### config.mk
export PLATFORM = sky130hd
export DESIGN_NAME = peripheral_soft_reset_control
export DESIGN_NICKNAME = d
export VERILOG_FILES = /design/src/common/soft_reset_pkg.sv /design/src/common/reg_access_if.sv /design/src/design/reset_release_sync.sv /design/src/design/avalon_reg_slave.sv /design/src/design/peripheral_soft_reset_control.sv
export SDC_FILE = /design/constraint.sdc
export NUM_CORES = 1
export LEC_CHECK = 0
export BUFFER_PORTS_ARGS = -buffer_cell sky130_fd_sc_hd__buf_2
export CAP_MARGIN = 5
export CORE_MARGIN = 1
export CORE_UTILIZATION = 33
export CTS_CLUSTER_SIZE = 8
export DETAILED_ROUTE_END_ITERATION = 12
export PLACE_DENSITY = 0.81
export SLEW_MARGIN = 10
export SYNTH_ARGS = -nofsm -noshare
export SYNTH_HDL_FRONTEND = slang
export SYNTH_SLANG_ARGS = --single-unit
### constraint.sdc
create_clock -name mclk -period 0.9 [get_ports mclk]
set_input_delay 0.09 -clock mclk [delete_from_list [all_inputs] [get_ports mclk]]
set_output_delay 0.09 -clock mclk [all_outputs]
set_load 0.05 [all_outputs]
### src/common/soft_reset_pkg.sv
/*
 * Constants, types and helpers for the peripheral soft-reset control block.
 * Assumes a 32-bit Avalon-MM register bus with byte addressing.
 */
package soft_reset_pkg;
  localparam int          DATA_W        = 32;
  localparam int          BE_W          = 4;
  localparam logic [11:0] OFFSET_CTRL_A = 12'h040;
  localparam logic [11:0] OFFSET_CTRL_B = 12'h044;
  localparam logic [31:0] RESET_CTRL    = 32'h00000000;
  localparam logic [31:0] IMPL_MASK_A   = 32'h00100048;
  localparam logic [31:0] IMPL_MASK_B   = 32'h070F4000;
  localparam logic [31:0] READ_UNMAPPED = 32'h00000000;
  localparam int          BIT_PWM       = 20;
  localparam int          BIT_HIB       = 6;
  localparam int          BIT_WDOG      = 3;
  localparam int          BIT_GPC0      = 16;
  localparam int          NUM_GPC       = 4;
  localparam int          BIT_CMP0      = 24;
  localparam int          NUM_CMP       = 3;
  localparam int          BIT_TWI1      = 14;

  typedef enum logic [0:0] {
    BUS_IDLE = 1'b0,
    BUS_ACK  = 1'b1
  } bus_state_t;

  function automatic logic [31:0] lane_mask(input logic [3:0] be);
    lane_mask = {{8{be[3]}}, {8{be[2]}}, {8{be[1]}}, {8{be[0]}}};
  endfunction

  // only implemented, present bits in enabled byte lanes change
  function automatic logic [31:0] masked_write(
      input logic [31:0] old_val,
      input logic [31:0] wdata,
      input logic [3:0]  be,
      input logic [31:0] cap,
      input logic [31:0] impl);
    logic [31:0] m;
    m = lane_mask(be) & cap & impl;
    masked_write = (old_val & ~m) | (wdata & m);
  endfunction
endpackage

### src/common/reg_access_if.sv
/*
 * Carrier between the bus slave and the register bank.
 * Assumes both ends run on the same clock.
 */
`timescale 1ns/1ps
`default_nettype none
interface reg_access_if;
  logic        wr_strobe;
  logic        wr_sel_a;
  logic        wr_sel_b;
  logic [31:0] wr_data;
  logic [3:0]  wr_be;
  logic [31:0] ctrl_a;
  logic [31:0] ctrl_b;
  modport bus  (output wr_strobe, wr_sel_a, wr_sel_b, wr_data, wr_be,
                input  ctrl_a, ctrl_b);
  modport bank (input  wr_strobe, wr_sel_a, wr_sel_b, wr_data, wr_be,
                output ctrl_a, ctrl_b);
endinterface
`default_nettype wire

### src/design/reset_release_sync.sv
/*
 * Reset synchroniser: asynchronous assert, release after two clock edges.
 * Assumes the raw reset may change at any time.
 */
`timescale 1ns/1ps
`default_nettype none
module reset_release_sync (
  input  wire logic clk,     // system clock
  input  wire logic raw_n,   // raw active-low reset
  output logic      sync_n   // released active-low reset
);
  logic stage;

  always_ff @(posedge clk or negedge raw_n) begin
    if (!raw_n) begin
      stage  <= 1'b0;
      sync_n <= 1'b0;
    end else begin
      stage  <= 1'b1;
      sync_n <= stage;
    end
  end
endmodule
`default_nettype wire

### src/design/avalon_reg_slave.sv
/*
 * Avalon-MM slave: one wait cycle, then a single cycle with waitrequest low.
 * Assumes the master holds its request until waitrequest is sampled low.
 */
`timescale 1ns/1ps
`default_nettype none
module avalon_reg_slave
  import soft_reset_pkg::*;
#(
  parameter int ADDR_W = 12
) (
  input  wire logic              clk,            // system clock
  input  wire logic              rst_n,          // synchronised reset
  input  wire logic [ADDR_W-1:0] avs_address,    // byte address
  input  wire logic              avs_read,       // read request
  input  wire logic              avs_write,      // write request
  input  wire logic [31:0]       avs_writedata,  // write data
  input  wire logic [3:0]        avs_byteenable, // byte lanes
  output logic      [31:0]       avs_readdata,   // read data
  output logic                   avs_waitrequest,// stall
  reg_access_if.bus              acc             // register bank side
);
  bus_state_t state;
  logic       hit_a;
  logic       hit_b;

  if (ADDR_W < 7) begin : g_addr_check
    $error("ADDR_W too small for the register map");
  end

  assign hit_a = (avs_address == ADDR_W'(OFFSET_CTRL_A));
  assign hit_b = (avs_address == ADDR_W'(OFFSET_CTRL_B));

  // write commits on the edge where the master sees waitrequest low
  assign acc.wr_strobe = (state == BUS_ACK) && avs_write;
  assign acc.wr_sel_a  = hit_a;
  assign acc.wr_sel_b  = hit_b;
  assign acc.wr_data   = avs_writedata;
  assign acc.wr_be     = avs_byteenable;

  always_ff @(posedge clk or negedge rst_n) begin
    if (!rst_n) begin
      state           <= BUS_IDLE;
      avs_waitrequest <= 1'b1;
    end else begin
      unique case (state)
        BUS_IDLE: begin
          if (avs_read || avs_write) begin
            state           <= BUS_ACK;
            avs_waitrequest <= 1'b0;
          end
        end
        BUS_ACK: begin
          state           <= BUS_IDLE;
          avs_waitrequest <= 1'b1;
        end
      endcase
    end
  end

  always_ff @(posedge clk or negedge rst_n) begin
    if (!rst_n) begin
      avs_readdata <= READ_UNMAPPED;
    end else if (state == BUS_IDLE && avs_read) begin
      avs_readdata <= hit_a ? acc.ctrl_a :
                      hit_b ? acc.ctrl_b : READ_UNMAPPED;
    end
  end
endmodule
`default_nettype wire

### src/design/peripheral_soft_reset_control.sv
/*
 * Peripheral soft-reset control: two capability-gated control registers
 * whose bits hold individual peripherals in reset.
 * Assumes capability masks come from logic on the same clock and that
 * software reaches the registers over Avalon-MM.
 */
`timescale 1ns/1ps
`default_nettype none
module peripheral_soft_reset_control
  import soft_reset_pkg::*;
#(
  parameter int ADDR_W = 12
) (
  input  wire logic              mclk,              // system clock, 20 MHz
  input  wire logic              resetn,            // async system reset
  input  wire logic [ADDR_W-1:0] avs_address,       // byte address
  input  wire logic              avs_read,          // read request
  input  wire logic              avs_write,         // write request
  input  wire logic [31:0]       avs_writedata,     // write data
  input  wire logic [3:0]        avs_byteenable,    // byte lanes
  output logic      [31:0]       avs_readdata,      // read data
  output logic                   avs_waitrequest,   // stall
  input  wire logic [31:0]       capability_mask_a, // presence, reg A
  input  wire logic [31:0]       capability_mask_b, // presence, reg B
  output logic                   pwm_unit_reset,    // pwm held in reset
  output logic                   hibernate_unit_reset, // hibernation
  output logic                   watchdog_unit_reset,  // watchdog
  output logic                   gp_counter0_reset, // counter 0
  output logic                   gp_counter1_reset, // counter 1
  output logic                   gp_counter2_reset, // counter 2
  output logic                   gp_counter3_reset, // counter 3
  output logic                   comparator0_reset, // comparator 0
  output logic                   comparator1_reset, // comparator 1
  output logic                   comparator2_reset, // comparator 2
  output logic                   twowire_unit1_reset // two-wire unit 1
);
  logic        rst_n;
  logic [31:0] soft_reset_ctrl_a;
  logic [31:0] soft_reset_ctrl_b;

  reg_access_if acc ();

  if (ADDR_W < 7) begin : g_addr_check
    $error("ADDR_W too small for the register map");
  end

  reset_release_sync u_rst (
    .clk    (mclk),
    .raw_n  (resetn),
    .sync_n (rst_n)
  );

  avalon_reg_slave #(
    .ADDR_W (ADDR_W)
  ) u_bus (
    .clk             (mclk),
    .rst_n           (rst_n),
    .avs_address     (avs_address),
    .avs_read        (avs_read),
    .avs_write       (avs_write),
    .avs_writedata   (avs_writedata),
    .avs_byteenable  (avs_byteenable),
    .avs_readdata    (avs_readdata),
    .avs_waitrequest (avs_waitrequest),
    .acc             (acc.bus)
  );

  assign acc.ctrl_a = soft_reset_ctrl_a;
  assign acc.ctrl_b = soft_reset_ctrl_b;

  // register A: pwm, hibernation, watchdog
  always_ff @(posedge mclk or negedge rst_n) begin
    if (!rst_n) begin
      soft_reset_ctrl_a <= RESET_CTRL;
    end else if (acc.wr_strobe && acc.wr_sel_a) begin
      soft_reset_ctrl_a <= masked_write(soft_reset_ctrl_a,
                                        acc.wr_data, acc.wr_be,
                                        capability_mask_a,
                                        IMPL_MASK_A);
    end
  end

  // register B: counters, comparators, two-wire unit 1
  always_ff @(posedge mclk or negedge rst_n) begin
    if (!rst_n) begin
      soft_reset_ctrl_b <= RESET_CTRL;
    end else if (acc.wr_strobe && acc.wr_sel_b) begin
      soft_reset_ctrl_b <= masked_write(soft_reset_ctrl_b,
                                        acc.wr_data, acc.wr_be,
                                        capability_mask_b,
                                        IMPL_MASK_B);
    end
  end

  // each peripheral is held while its bit is one
  assign pwm_unit_reset       = soft_reset_ctrl_a[BIT_PWM];
  assign hibernate_unit_reset = soft_reset_ctrl_a[BIT_HIB];
  assign watchdog_unit_reset  = soft_reset_ctrl_a[BIT_WDOG];
  assign gp_counter0_reset    = soft_reset_ctrl_b[BIT_GPC0];
  assign gp_counter1_reset    = soft_reset_ctrl_b[BIT_GPC0+1];
  assign gp_counter2_reset    = soft_reset_ctrl_b[BIT_GPC0+2];
  assign gp_counter3_reset    = soft_reset_ctrl_b[BIT_GPC0+3];
  assign comparator0_reset    = soft_reset_ctrl_b[BIT_CMP0];
  assign comparator1_reset    = soft_reset_ctrl_b[BIT_CMP0+1];
  assign comparator2_reset    = soft_reset_ctrl_b[BIT_CMP0+2];
  assign twowire_unit1_reset  = soft_reset_ctrl_b[BIT_TWI1];

  // helpers for the checks below
  logic [31:0] full_mask_a;
  logic [31:0] full_mask_b;
  logic        wr_a;
  logic        wr_b;
  logic [NUM_GPC-1:0] gpc_out;
  logic [NUM_CMP-1:0] cmp_out;

  assign full_mask_a = lane_mask(acc.wr_be) & capability_mask_a;
  assign full_mask_b = lane_mask(acc.wr_be) & capability_mask_b;
  assign wr_a        = acc.wr_strobe && acc.wr_sel_a;
  assign wr_b        = acc.wr_strobe && acc.wr_sel_b;
  assign gpc_out     = {gp_counter3_reset, gp_counter2_reset,
                        gp_counter1_reset, gp_counter0_reset};
  assign cmp_out     = {comparator2_reset, comparator1_reset,
                        comparator0_reset};

  // more helpers: lanes, misses and the full set of reset outputs
  logic [31:0]                lane_bits;
  logic                       wr_miss;
  logic [NUM_GPC+NUM_CMP+3:0] held_out;

  assign lane_bits = lane_mask(acc.wr_be);
  assign wr_miss   = acc.wr_strobe && !acc.wr_sel_a && !acc.wr_sel_b;
  assign held_out  = {pwm_unit_reset, hibernate_unit_reset,
                      watchdog_unit_reset, gpc_out, cmp_out,
                      twowire_unit1_reset};
endmodule
`default_nettype wire

==> impl_metrics.ini, run 1 <==
[sta]
fmax_mhz = 699
setup_ws_ns = -0.530
drv_slew = 0
finalHoldViolCount = 0
setup_viol = 45
min_period_ns = 1.43
rsz0062_at_grt = true
clock_skew_ns = 0.00216
finalCritPeriodShare_pct = 159
holdWs_ns = 0.0454

[detailed_routing]
drcViolationCount = 0
drt_first_pass_iters = 4
viasPerCell = 4.48
vias = 1282
drt_wl_total_um = 3600
drtIter0Drc = 25
wl_per_cell_um = 12.6
antenna_left = 0

[critical_path]
worstPathRequired_ns = 1.06
crit_chain = buf_6 -> or4_4 -> buf_4 -> nor4_4 -> nand2_1 -> mux2_4
worst_setup_path_end_kind = flip-flop
critPathTopFamily = simple AND/OR/NAND/NOR gates
path_buf_inv = 2
crit_type = input port to flip-flop
crit_path_max_incr_delay_ns = 0.55
crit_path_max_fanout = 3
startpoint_type = input port
crit_path_top_delay_cell = or4_4
crit_arrival_ns = 1.59

[grt]
grt_overflow = 0
grt_pass1_wl_um = 5860
grt_pass1_vias = 1260
grt_antenna_before_repair = 0
grt_usage_pct = 18.3
grt_max_degree = 25

[placement]
gp_congestion = 0.724
hpwl_um = 2550
place.port_buffers = 64
dp.cells = 257
preCtsSetupSlack_ns = -0.815

[power_and_ir_drop]
vdd_drop_max_v = 0.000723
p_per_area_mw_per_mm2 = 1170
p_leak_nw = 1.22

[floorplan]
die_w_um = 65.6
core-area_mm2 = 0.00377
rows = 22
die-area_mm2 = 0.00430
fp.dieH_um = 65.6
ioPinCount = 160
start_util_pct = 35.4

[outcome]
status = finished with violations
violations = setup timing

[worst_hold_path]
hold_class = input port to flip-flop

[layout]
multi_input_area_um2 = 757
nNetsFinal = 355
fillers = 300
antenna_cells = 0
regArea_um2 = 652
instances_no_fill = 286
final_cell_mix = 38 x buf_2, 35 x buf_4, 31 x nand2_1, 31 x buf_6, 25 x dfrtp_1
drive_above_1_share_pct = 58.4
area_growth_pct = 77.8
layout_commonest_cell = buf_2

[clocking]
htreeDepth = 1
clk_pin_slew_ns = 0.09
cts.path.max_buffers = 2
cts_sinks = 26
root_buffer = clkbuf_8
numCtsBuffers = 3
clock_latency_ns = 0.27
cts_tree = built

[logic_synthesis]
ys_types = 23
syn_avg_cell_area_um2 = 10.3
yosysTopAreaCell = dfrtp_1
synthesis.instances = 130
yosysSeqAreaShare_pct = 48.9
yosys_warnings = 0
synth-seq-cells = 26
syn_area_mm2 = 0.00133
synth_top_area_share_pct = 46.9
synth.area.top_cells = dfrtp_1 47%, buf_4 12%, nand2_1 9.6%, mux2_4 7.9%, o21ai_0 4.1%

[flow_run]
maxCapViolations = 0
-- power by group --
part / switching [mW] / internal (mW) / leakage (nW)
registers: 0.0113 / 1.19 / 0.353
logic: 0.403 / 0.210 / 0.834
clock network: 0.378 / 0.595 / 0.0357
-- timing repair --
action | 4_1_cts | 5_1_grt
pin swaps | 15 | 8
hold buffers | 1 | 0
setup endpoints to repair | 45 | 45
gates cloned | 1 | 0
buffers inserted | 18 | 5
gates resized for setup | 68 | 3
endpoints found under the hold margin | 2 | 0
-- worst paths after layout --
path / slack (ns) / end / from / cells past startpoint
worst max-delay path: -0.53 / flip-flop / avs_address[3] / 6
worst min-delay path: 0.05 / flip-flop / avs_writedata[16] / 2
worst max register to register: -0.50 / flip-flop / u_bus.state / 5
worst min register to register: 0.23 / u_bus.avs_readdata[19] / u_rst.sync_n / 1
max in group asynchronous: 0.39 / u_bus.avs_waitrequest / u_rst.sync_n / 1
min in group asynchronous: 0.11 / u_rst.stage / resetn / 2
-- layer usage --
metal	share of wire, %	track usage [%]
met1	40	21.6
met2	53	32.1
met3	7.0	5.21
met4	0.42	4.89
met5	0	0
-- cells by family (layout without fill, tap and decap cells) --
family,count (synthesis),count (layout),share of synthesized area (%)
and+or+nand+nor,55,56,22.0
DFF,26,26,48.9
buffers and inverters,24,111,12.7
AOI/OAI and AO/OA,12,12,4.69
muxes,11,11,11.3
other,2,22,0.563
-- cell usage after synthesis --
master	instances
nand3_1	1
mux2_2	4
nor4b_1	1
or4_4	1
nor4_1	5
dfrtp_1	25
clkbuf_1	2
or4b_1	1
nor3_1	1
nand4_1	4
a21o_1	1
buf_4	21
inv_1	1
nand2_1	34
o21ai_0	11
conb_1	2
dfstp_2	1
nor2b_1	1
mux2_4	7
or3_1	1
nor4_4	2
nand2b_1	1
nor2_1	2
-- through the flow --
stage / power [mW] / cell area, um^2 / util [%] / TNS, ns
floorplan: 1.61 / 1500 / - / -6.59
global placement: 1.73 / 1840 / 48.7 / -10.51
detailed placement: 1.73 / 1840 / 48.7 / -11.06
CTS: 2.79 / 2320 / 61.4 / -7.21
global route: 2.89 / 2370 / 62.9 / -9.13
finish: 2.78 / 2370 / 62.9 / -7.20
-- cell type report --
| class | count | area share [%] |
|---|---|---|
| timing repair buffer | 106 | 34.9 |
| multi-input combinational | 101 | 31.9 |
| sequential | 26 | 27.5 |
| tap | 48 | 2.53 |
| clock buffer | 3 | 1.74 |
| clock inverter | 1 | 1.27 |
| inverter | 1 | 0.158 |
Power figures use the tool's default switching activity.
==> run 2, diff against run 1 <==
--- a/config.mk
+++ b/config.mk
@@ -8,11 +8,12 @@
 export BUFFER_PORTS_ARGS = -buffer_cell sky130_fd_sc_hd__buf_2
 export CAP_MARGIN = 5
 export CORE_MARGIN = 1
-export CORE_UTILIZATION = 33
+export CORE_UTILIZATION = 40
 export CTS_CLUSTER_SIZE = 8
 export DETAILED_ROUTE_END_ITERATION = 12
-export PLACE_DENSITY = 0.81
+export PLACE_DENSITY = 0.75
 export SLEW_MARGIN = 10
 export SYNTH_ARGS = -nofsm -noshare
 export SYNTH_HDL_FRONTEND = slang
+export SYNTH_HIERARCHICAL = 1
 export SYNTH_SLANG_ARGS = --single-unit
==> run 2 against run 1 <==
  * The run still ends with setup timing left
  * Synthesized cell count is 62% higher
  * Flip-flop and latch count grew 21
  * Final cell count increased by 63%
  * Combinational power grew 3%
  * Routed wire length increased by 69%
  * Via count grew 62%
  * Critical path depth shrank 1
  * Clock skew grew 0.0026 ns
  * Cell area is 71% higher
  * Power is 43% higher
  * Sequential power is 78% higher
  * Area after synthesis is 88% higher
  * Largest power group unchanged
  * Highest routed layer unchanged
==> impl_metrics.ini, run 2 <==
[placement]
hpwl_um = 3920
dp.cells = 407
preCtsSetupSlack_ns = -0.685
gp_congestion = 0.659
place.port_buffers = 85

[layout]
area_growth_pct = 61.5
post-route-util_pct = 67.5
drive_above_1_share_pct = 60.6
nNetsFinal = 506
final_cell_mix = 59 x buf_4, 54 x conb_1, 45 x buf_6
antenna_cells = 0
instances_no_fill = 466
layout_commonest_cell = buf_4
fillers = 467

[critical_path]
crit_arrival_ns = 1.36
worstPathRequired_ns = 1.07
crit_type = flip-flop to flip-flop
startpoint_type = flip-flop
worst_setup_path_end_kind = flip-flop
crit_path_max_fanout = 29

[power_and_ir_drop]
p_int_mw = 2.93
vdd_drop_max_v = 0.000785
total_power_mw = 4.00
p_leak_nw = 2.10
power_frac_comb_pct = 15.8
clkPwrFrac_pct = 30.6
p_per_area_mw_per_mm2 = 987
p_sw_share_pct = 26.6
switchingPower_mw = 1.06
seqPwrFrac_pct = 53.7

[clocking]
cts_sinks = 47
root_buffer = clkbuf_8
clock_latency_ns = 0.29
cts.path.max_buffers = 2
htreeDepth = 2
numCtsBuffers = 5
cts_tree = built
clk_pin_slew_ns = 0.08

[outcome]
status = finished with violations
violations = setup timing

[logic_synthesis]
syn_avg_cell_area_um2 = 11.9
syn_area_mm2 = 0.00250
yosys_warnings = 6
synthesis.instances = 210

[grt]
grt_pass1_wl_um = 9520
grt_overflow = 0
grt_max_degree = 30
grt_usage_pct = 19.1
grt_pass1_vias = 2083
grt_antenna_before_repair = 0

[sta]
min_period_ns = 1.18
setup_ws_ns = -0.284
drv_slew = 0
setup_viol = 87
finalHoldViolCount = 0
rsz0062_at_grt = true
fmax_mhz = 844
finalCritPeriodShare_pct = 132
clock_skew_ns = 0.00480

[worst_hold_path]
hold_class = input port to flip-flop

[floorplan]
core-area_mm2 = 0.00599
start_util_pct = 41.8
ioPinCount = 160
die-area_mm2 = 0.00658
rows = 28
die_w_um = 81.1
fp.dieH_um = 81.1

[detailed_routing]
drt_wl_total_um = 6080
drtIter0Drc = 75
antenna_left = 0
drt_first_pass_iters = 4
wl_per_cell_um = 13.1
vias = 2080
viasPerCell = 4.46
drcViolationCount = 0

[flow_run]
maxCapViolations = 0
## run 2: power groups by stage
stage	clock network [mW]	logic (mW)	registers, mW
after floorplan	0	0.442	2.24
after detailed placement	0	0.581	2.18
after CTS	1.28	0.615	2.14
after global routing	1.34	0.688	2.15
after global placement	0	0.574	2.18
final	1.22	0.630	2.14
## run 2: metrics by stage
stage / instance area, um^2 / TNS (ns) / hold slack, ns
6_report: 4050 / -12.46 / 0.0227
5_1_grt: 4050 / -16.23 / 0.0242
4_1_cts: 3960 / -13.42 / 0.0106
3_5_place_dp: 3260 / -16.02 / -0.120
3_3_place_gp: 3260 / -14.84 / -0.121
2_1_floorplan: 2900 / -10.83 / -0.206
## run 2: final timing paths
| check | from | to | slack [ns] | cells past startpoint |
|---|---|---|---|---|
| setup / recovery | u_bus/state | u_bus/avs_readdata[2] | -0.28 | 5 |
| hold / removal | avs_writedata[16] | flip-flop | 0.02 | 2 |
| setup reg to reg | u_bus/state | u_bus/avs_readdata[2] | -0.28 | 5 |
| hold reg to reg | u_rst/sync_n | async pin | 0.23 | 1 |
| max in group asynchronous | u_rst/sync_n | u_bus/avs_waitrequest | 0.37 | 1 |
| min in group asynchronous | resetn | u_rst/sync_n | 0.10 | 2 |
## run 2: what timing repair did
action                     in CTS  in global routing
pin swaps                       2                  2
hold endpoints to repair        4                  0
setup endpoints to repair      87                 87
setup buffers                  39                  9
resized for setup              95                  4
hold buffers                    3                  0
## run 2: area by class of cell
class                      instances  area [um^2]  share of cell area (%)
tap                               75         93.8                    2.32
sequential                        47         1190                    29.3
multi-input combinational        183         1420                    35.1
clock inverter                     1         5.00                   0.124
clock buffer                       7         76.3                    1.89
timing repair buffer             152         1260                    31.1
inverter                           1         3.75                  0.0928
## run 2: per-layer routing
metal	wire [um]	vias to the layer above	track usage [%]
li1	-	1042	-
met1	2530	969	22.7
met2	3190	61	34.0
met3	261	8	4.04
met4	103	0	6.43
met5	0	-	0
## run 2: worst max-delay path, cell delays in order, from the launching register on
cell      delay [ns]
dfrtp_1         0.40
buf_6           0.12
nand2b_4        0.17
buf_12          0.19
nand2_2         0.10
o31ai_2         0.07
==> run 3, diff against run 2 <==
--- a/config.mk
+++ b/config.mk
@@ -12,6 +12,7 @@
 export CTS_CLUSTER_SIZE = 8
 export DETAILED_ROUTE_END_ITERATION = 12
 export PLACE_DENSITY = 0.75
+export RECOVER_POWER = 25
 export SLEW_MARGIN = 10
 export SYNTH_ARGS = -nofsm -noshare
 export SYNTH_HDL_FRONTEND = slang
==> run 3 against run 2 <==
  * The run still ends with setup timing left
  * Setup slack about the same
  * Fmax hardly changed
  * Flip-flop and latch count did not move
  * Cell area decreased by 0.34%
  * First-iteration DRC count grew 1.3%
  * Count of clock-buffer cells in the layout is the same
  * Sequential share of layout area is 0.10 points higher
  * Power down 0.20%
  * Critical path depth stayed put
  * Non-clock buffer count unchanged
  * Clock skew is the same
  * Critical path type unchanged
  * Critical endpoint unchanged
  * Largest cell class unchanged
  * Largest power group unchanged
==> impl_metrics.ini, run 3 (synthesis gave the netlist of run 2 again) <==
[sta]
finalHoldViolCount = 0
setup_viol = 87
drv_slew = 0
fin_setup_tns_ns = -12.47
rsz0062_at_grt = true
fmax_mhz = 844
finalCritPeriodShare_pct = 132
setup_ws_ns = -0.285
min_period_ns = 1.18
clock_skew_ns = 0.00480

[power_and_ir_drop]
clkPwrFrac_pct = 30.6
total_power_mw = 3.99
switchingPower_mw = 1.06
p_sw_share_pct = 26.6
p_leak_nw = 2.09
seqPwrFrac_pct = 53.7
power_frac_comb_pct = 15.6
p_int_mw = 2.93
vdd_drop_max_v = 0.000783
p_per_area_mw_per_mm2 = 989

[detailed_routing]
vias = 2088
drt_first_pass_iters = 4
antenna_left = 0
drcViolationCount = 0
wl_per_cell_um = 13.0
drt_wl_total_um = 6080
viasPerCell = 4.48
drtIter0Drc = 76

[floorplan]
die_w_um = 81.1
rows = 28
fp.dieH_um = 81.1
ioPinCount = 160
start_util_pct = 41.8
core-area_mm2 = 0.00599
die-area_mm2 = 0.00658

[grt]
grt_max_degree = 30
grt_usage_pct = 19.1
grt_overflow = 0
grt_antenna_before_repair = 0
grt_pass1_vias = 2083
grt_pass1_wl_um = 9520

[critical_path]
rr_endpoint = u_bus/avs_readdata[2]
worstPathRequired_ns = 1.07
r2r-start = u_bus/state
crit_type = flip-flop to flip-flop
r2r_slack_ns = -0.28
rr_worst_depth = 5
startpoint_type = flip-flop
crit_arrival_ns = 1.36
critPathLaunch = u_bus/state
crit_path_max_fanout = 29
cp-endpoint = u_bus/avs_readdata[2]
worst_setup_path_end_kind = flip-flop

[layout]
antenna_cells = 0
regArea_mm2 = 0.00119
area_growth_pct = 61.0
fillers = 468
layout_commonest_cell = buf_4
design_area_mm2 = 0.00403
multi_input_area_mm2 = 0.00142
drive_above_1_share_pct = 60.4
nNetsFinal = 506
final_cell_mix = 59 x buf_4, 54 x conb_1, 45 x buf_6

[clocking]
cts_tree = built
clock_latency_ns = 0.29
htreeDepth = 2
cts.path.max_buffers = 2
cts_sinks = 47
clk_pin_slew_ns = 0.08
root_buffer = clkbuf_8
numCtsBuffers = 5

[worst_hold_path]
hold_depth = 2
hold_class = input port to flip-flop

[flow_run]
maxCapViolations = 0

[placement]
place.port_buffers = 85
hpwl_um = 3920
gp_congestion = 0.659
placed_cell_area_mm2 = 0.00326

[outcome]
violations = setup timing
status = finished with violations
## run 3: changes by cell type in the layout (fill, tap and decap cells not counted), sizes merged
cell	previous run	this run
buf	149	147
clkbuf	7	9
## run 3: cell type report
cell class	count	share of cell area [%]
inverters	1	0.0931
clock buffers	7	1.89
flip-flops and latches	47	29.4
multi-input cells	183	35.2
repair buffers	152	30.9
well taps	75	2.33
clock inverters	1	0.124
## run 3: worst min-delay path by stage
stage	startpoint	to	slack (ns)
2_1_floorplan	resetn	u_rst/stage	-0.21
3_3_place_gp	resetn	u_rst/stage	-0.12
3_5_place_dp	resetn	u_rst/stage	-0.12
4_1_cts	avs_writedata[16]	flip-flop	0.01
5_1_grt	avs_writedata[19]	flip-flop	0.02
6_report	avs_writedata[16]	flip-flop	0.02
## run 3: critical path, stage by stage (launching register included)
cell and delay, ns:
dfrtp_1 0.40, buf_6 0.12, nand2b_4 0.17, buf_12 0.19
nand2_2 0.10, o31ai_2 0.07
## run 3: metal layers
metal	GRT usage [%]	up-vias	share of wire, %
met1	22.7	977	42
met3	4.04	8	4.3
li1	-	1042	-
met2	34.0	61	52
met5	0	-	0
met4	6.43	0	1.7
## run 3: power groups by stage
stage,logic [mW],registers [mW],clock network (mW)
3_5_place_dp,0.581,2.18,0
6_report,0.623,2.14,1.22
2_1_floorplan,0.442,2.24,0
5_1_grt,0.680,2.15,1.34
4_1_cts,0.615,2.14,1.28
3_3_place_gp,0.574,2.18,0
## run 3: what timing repair did
| item | in CTS | in global routing |
|---|---|---|
| cloned | 0 | 0 |
| resized for setup | 95 | 4 |
| hold buffers | 3 | 0 |
| setup endpoints to repair | 87 | 87 |
| endpoints found under the hold margin | 4 | 0 |
| buffers inserted | 39 | 9 |
| pin swaps | 2 | 2 |
## run 3: metrics by stage
step	setup slack (ns)	util (%)	std cells	hold slack [ns]
2_1_floorplan	-0.552	-	262	-0.206
3_3_place_gp	-0.586	54.4	407	-0.121
3_5_place_dp	-0.685	54.4	407	-0.120
4_1_cts	-0.292	66.1	457	0.0106
5_1_grt	-0.359	67.3	466	0.0242
6_report	-0.285	67.3	466	0.0227
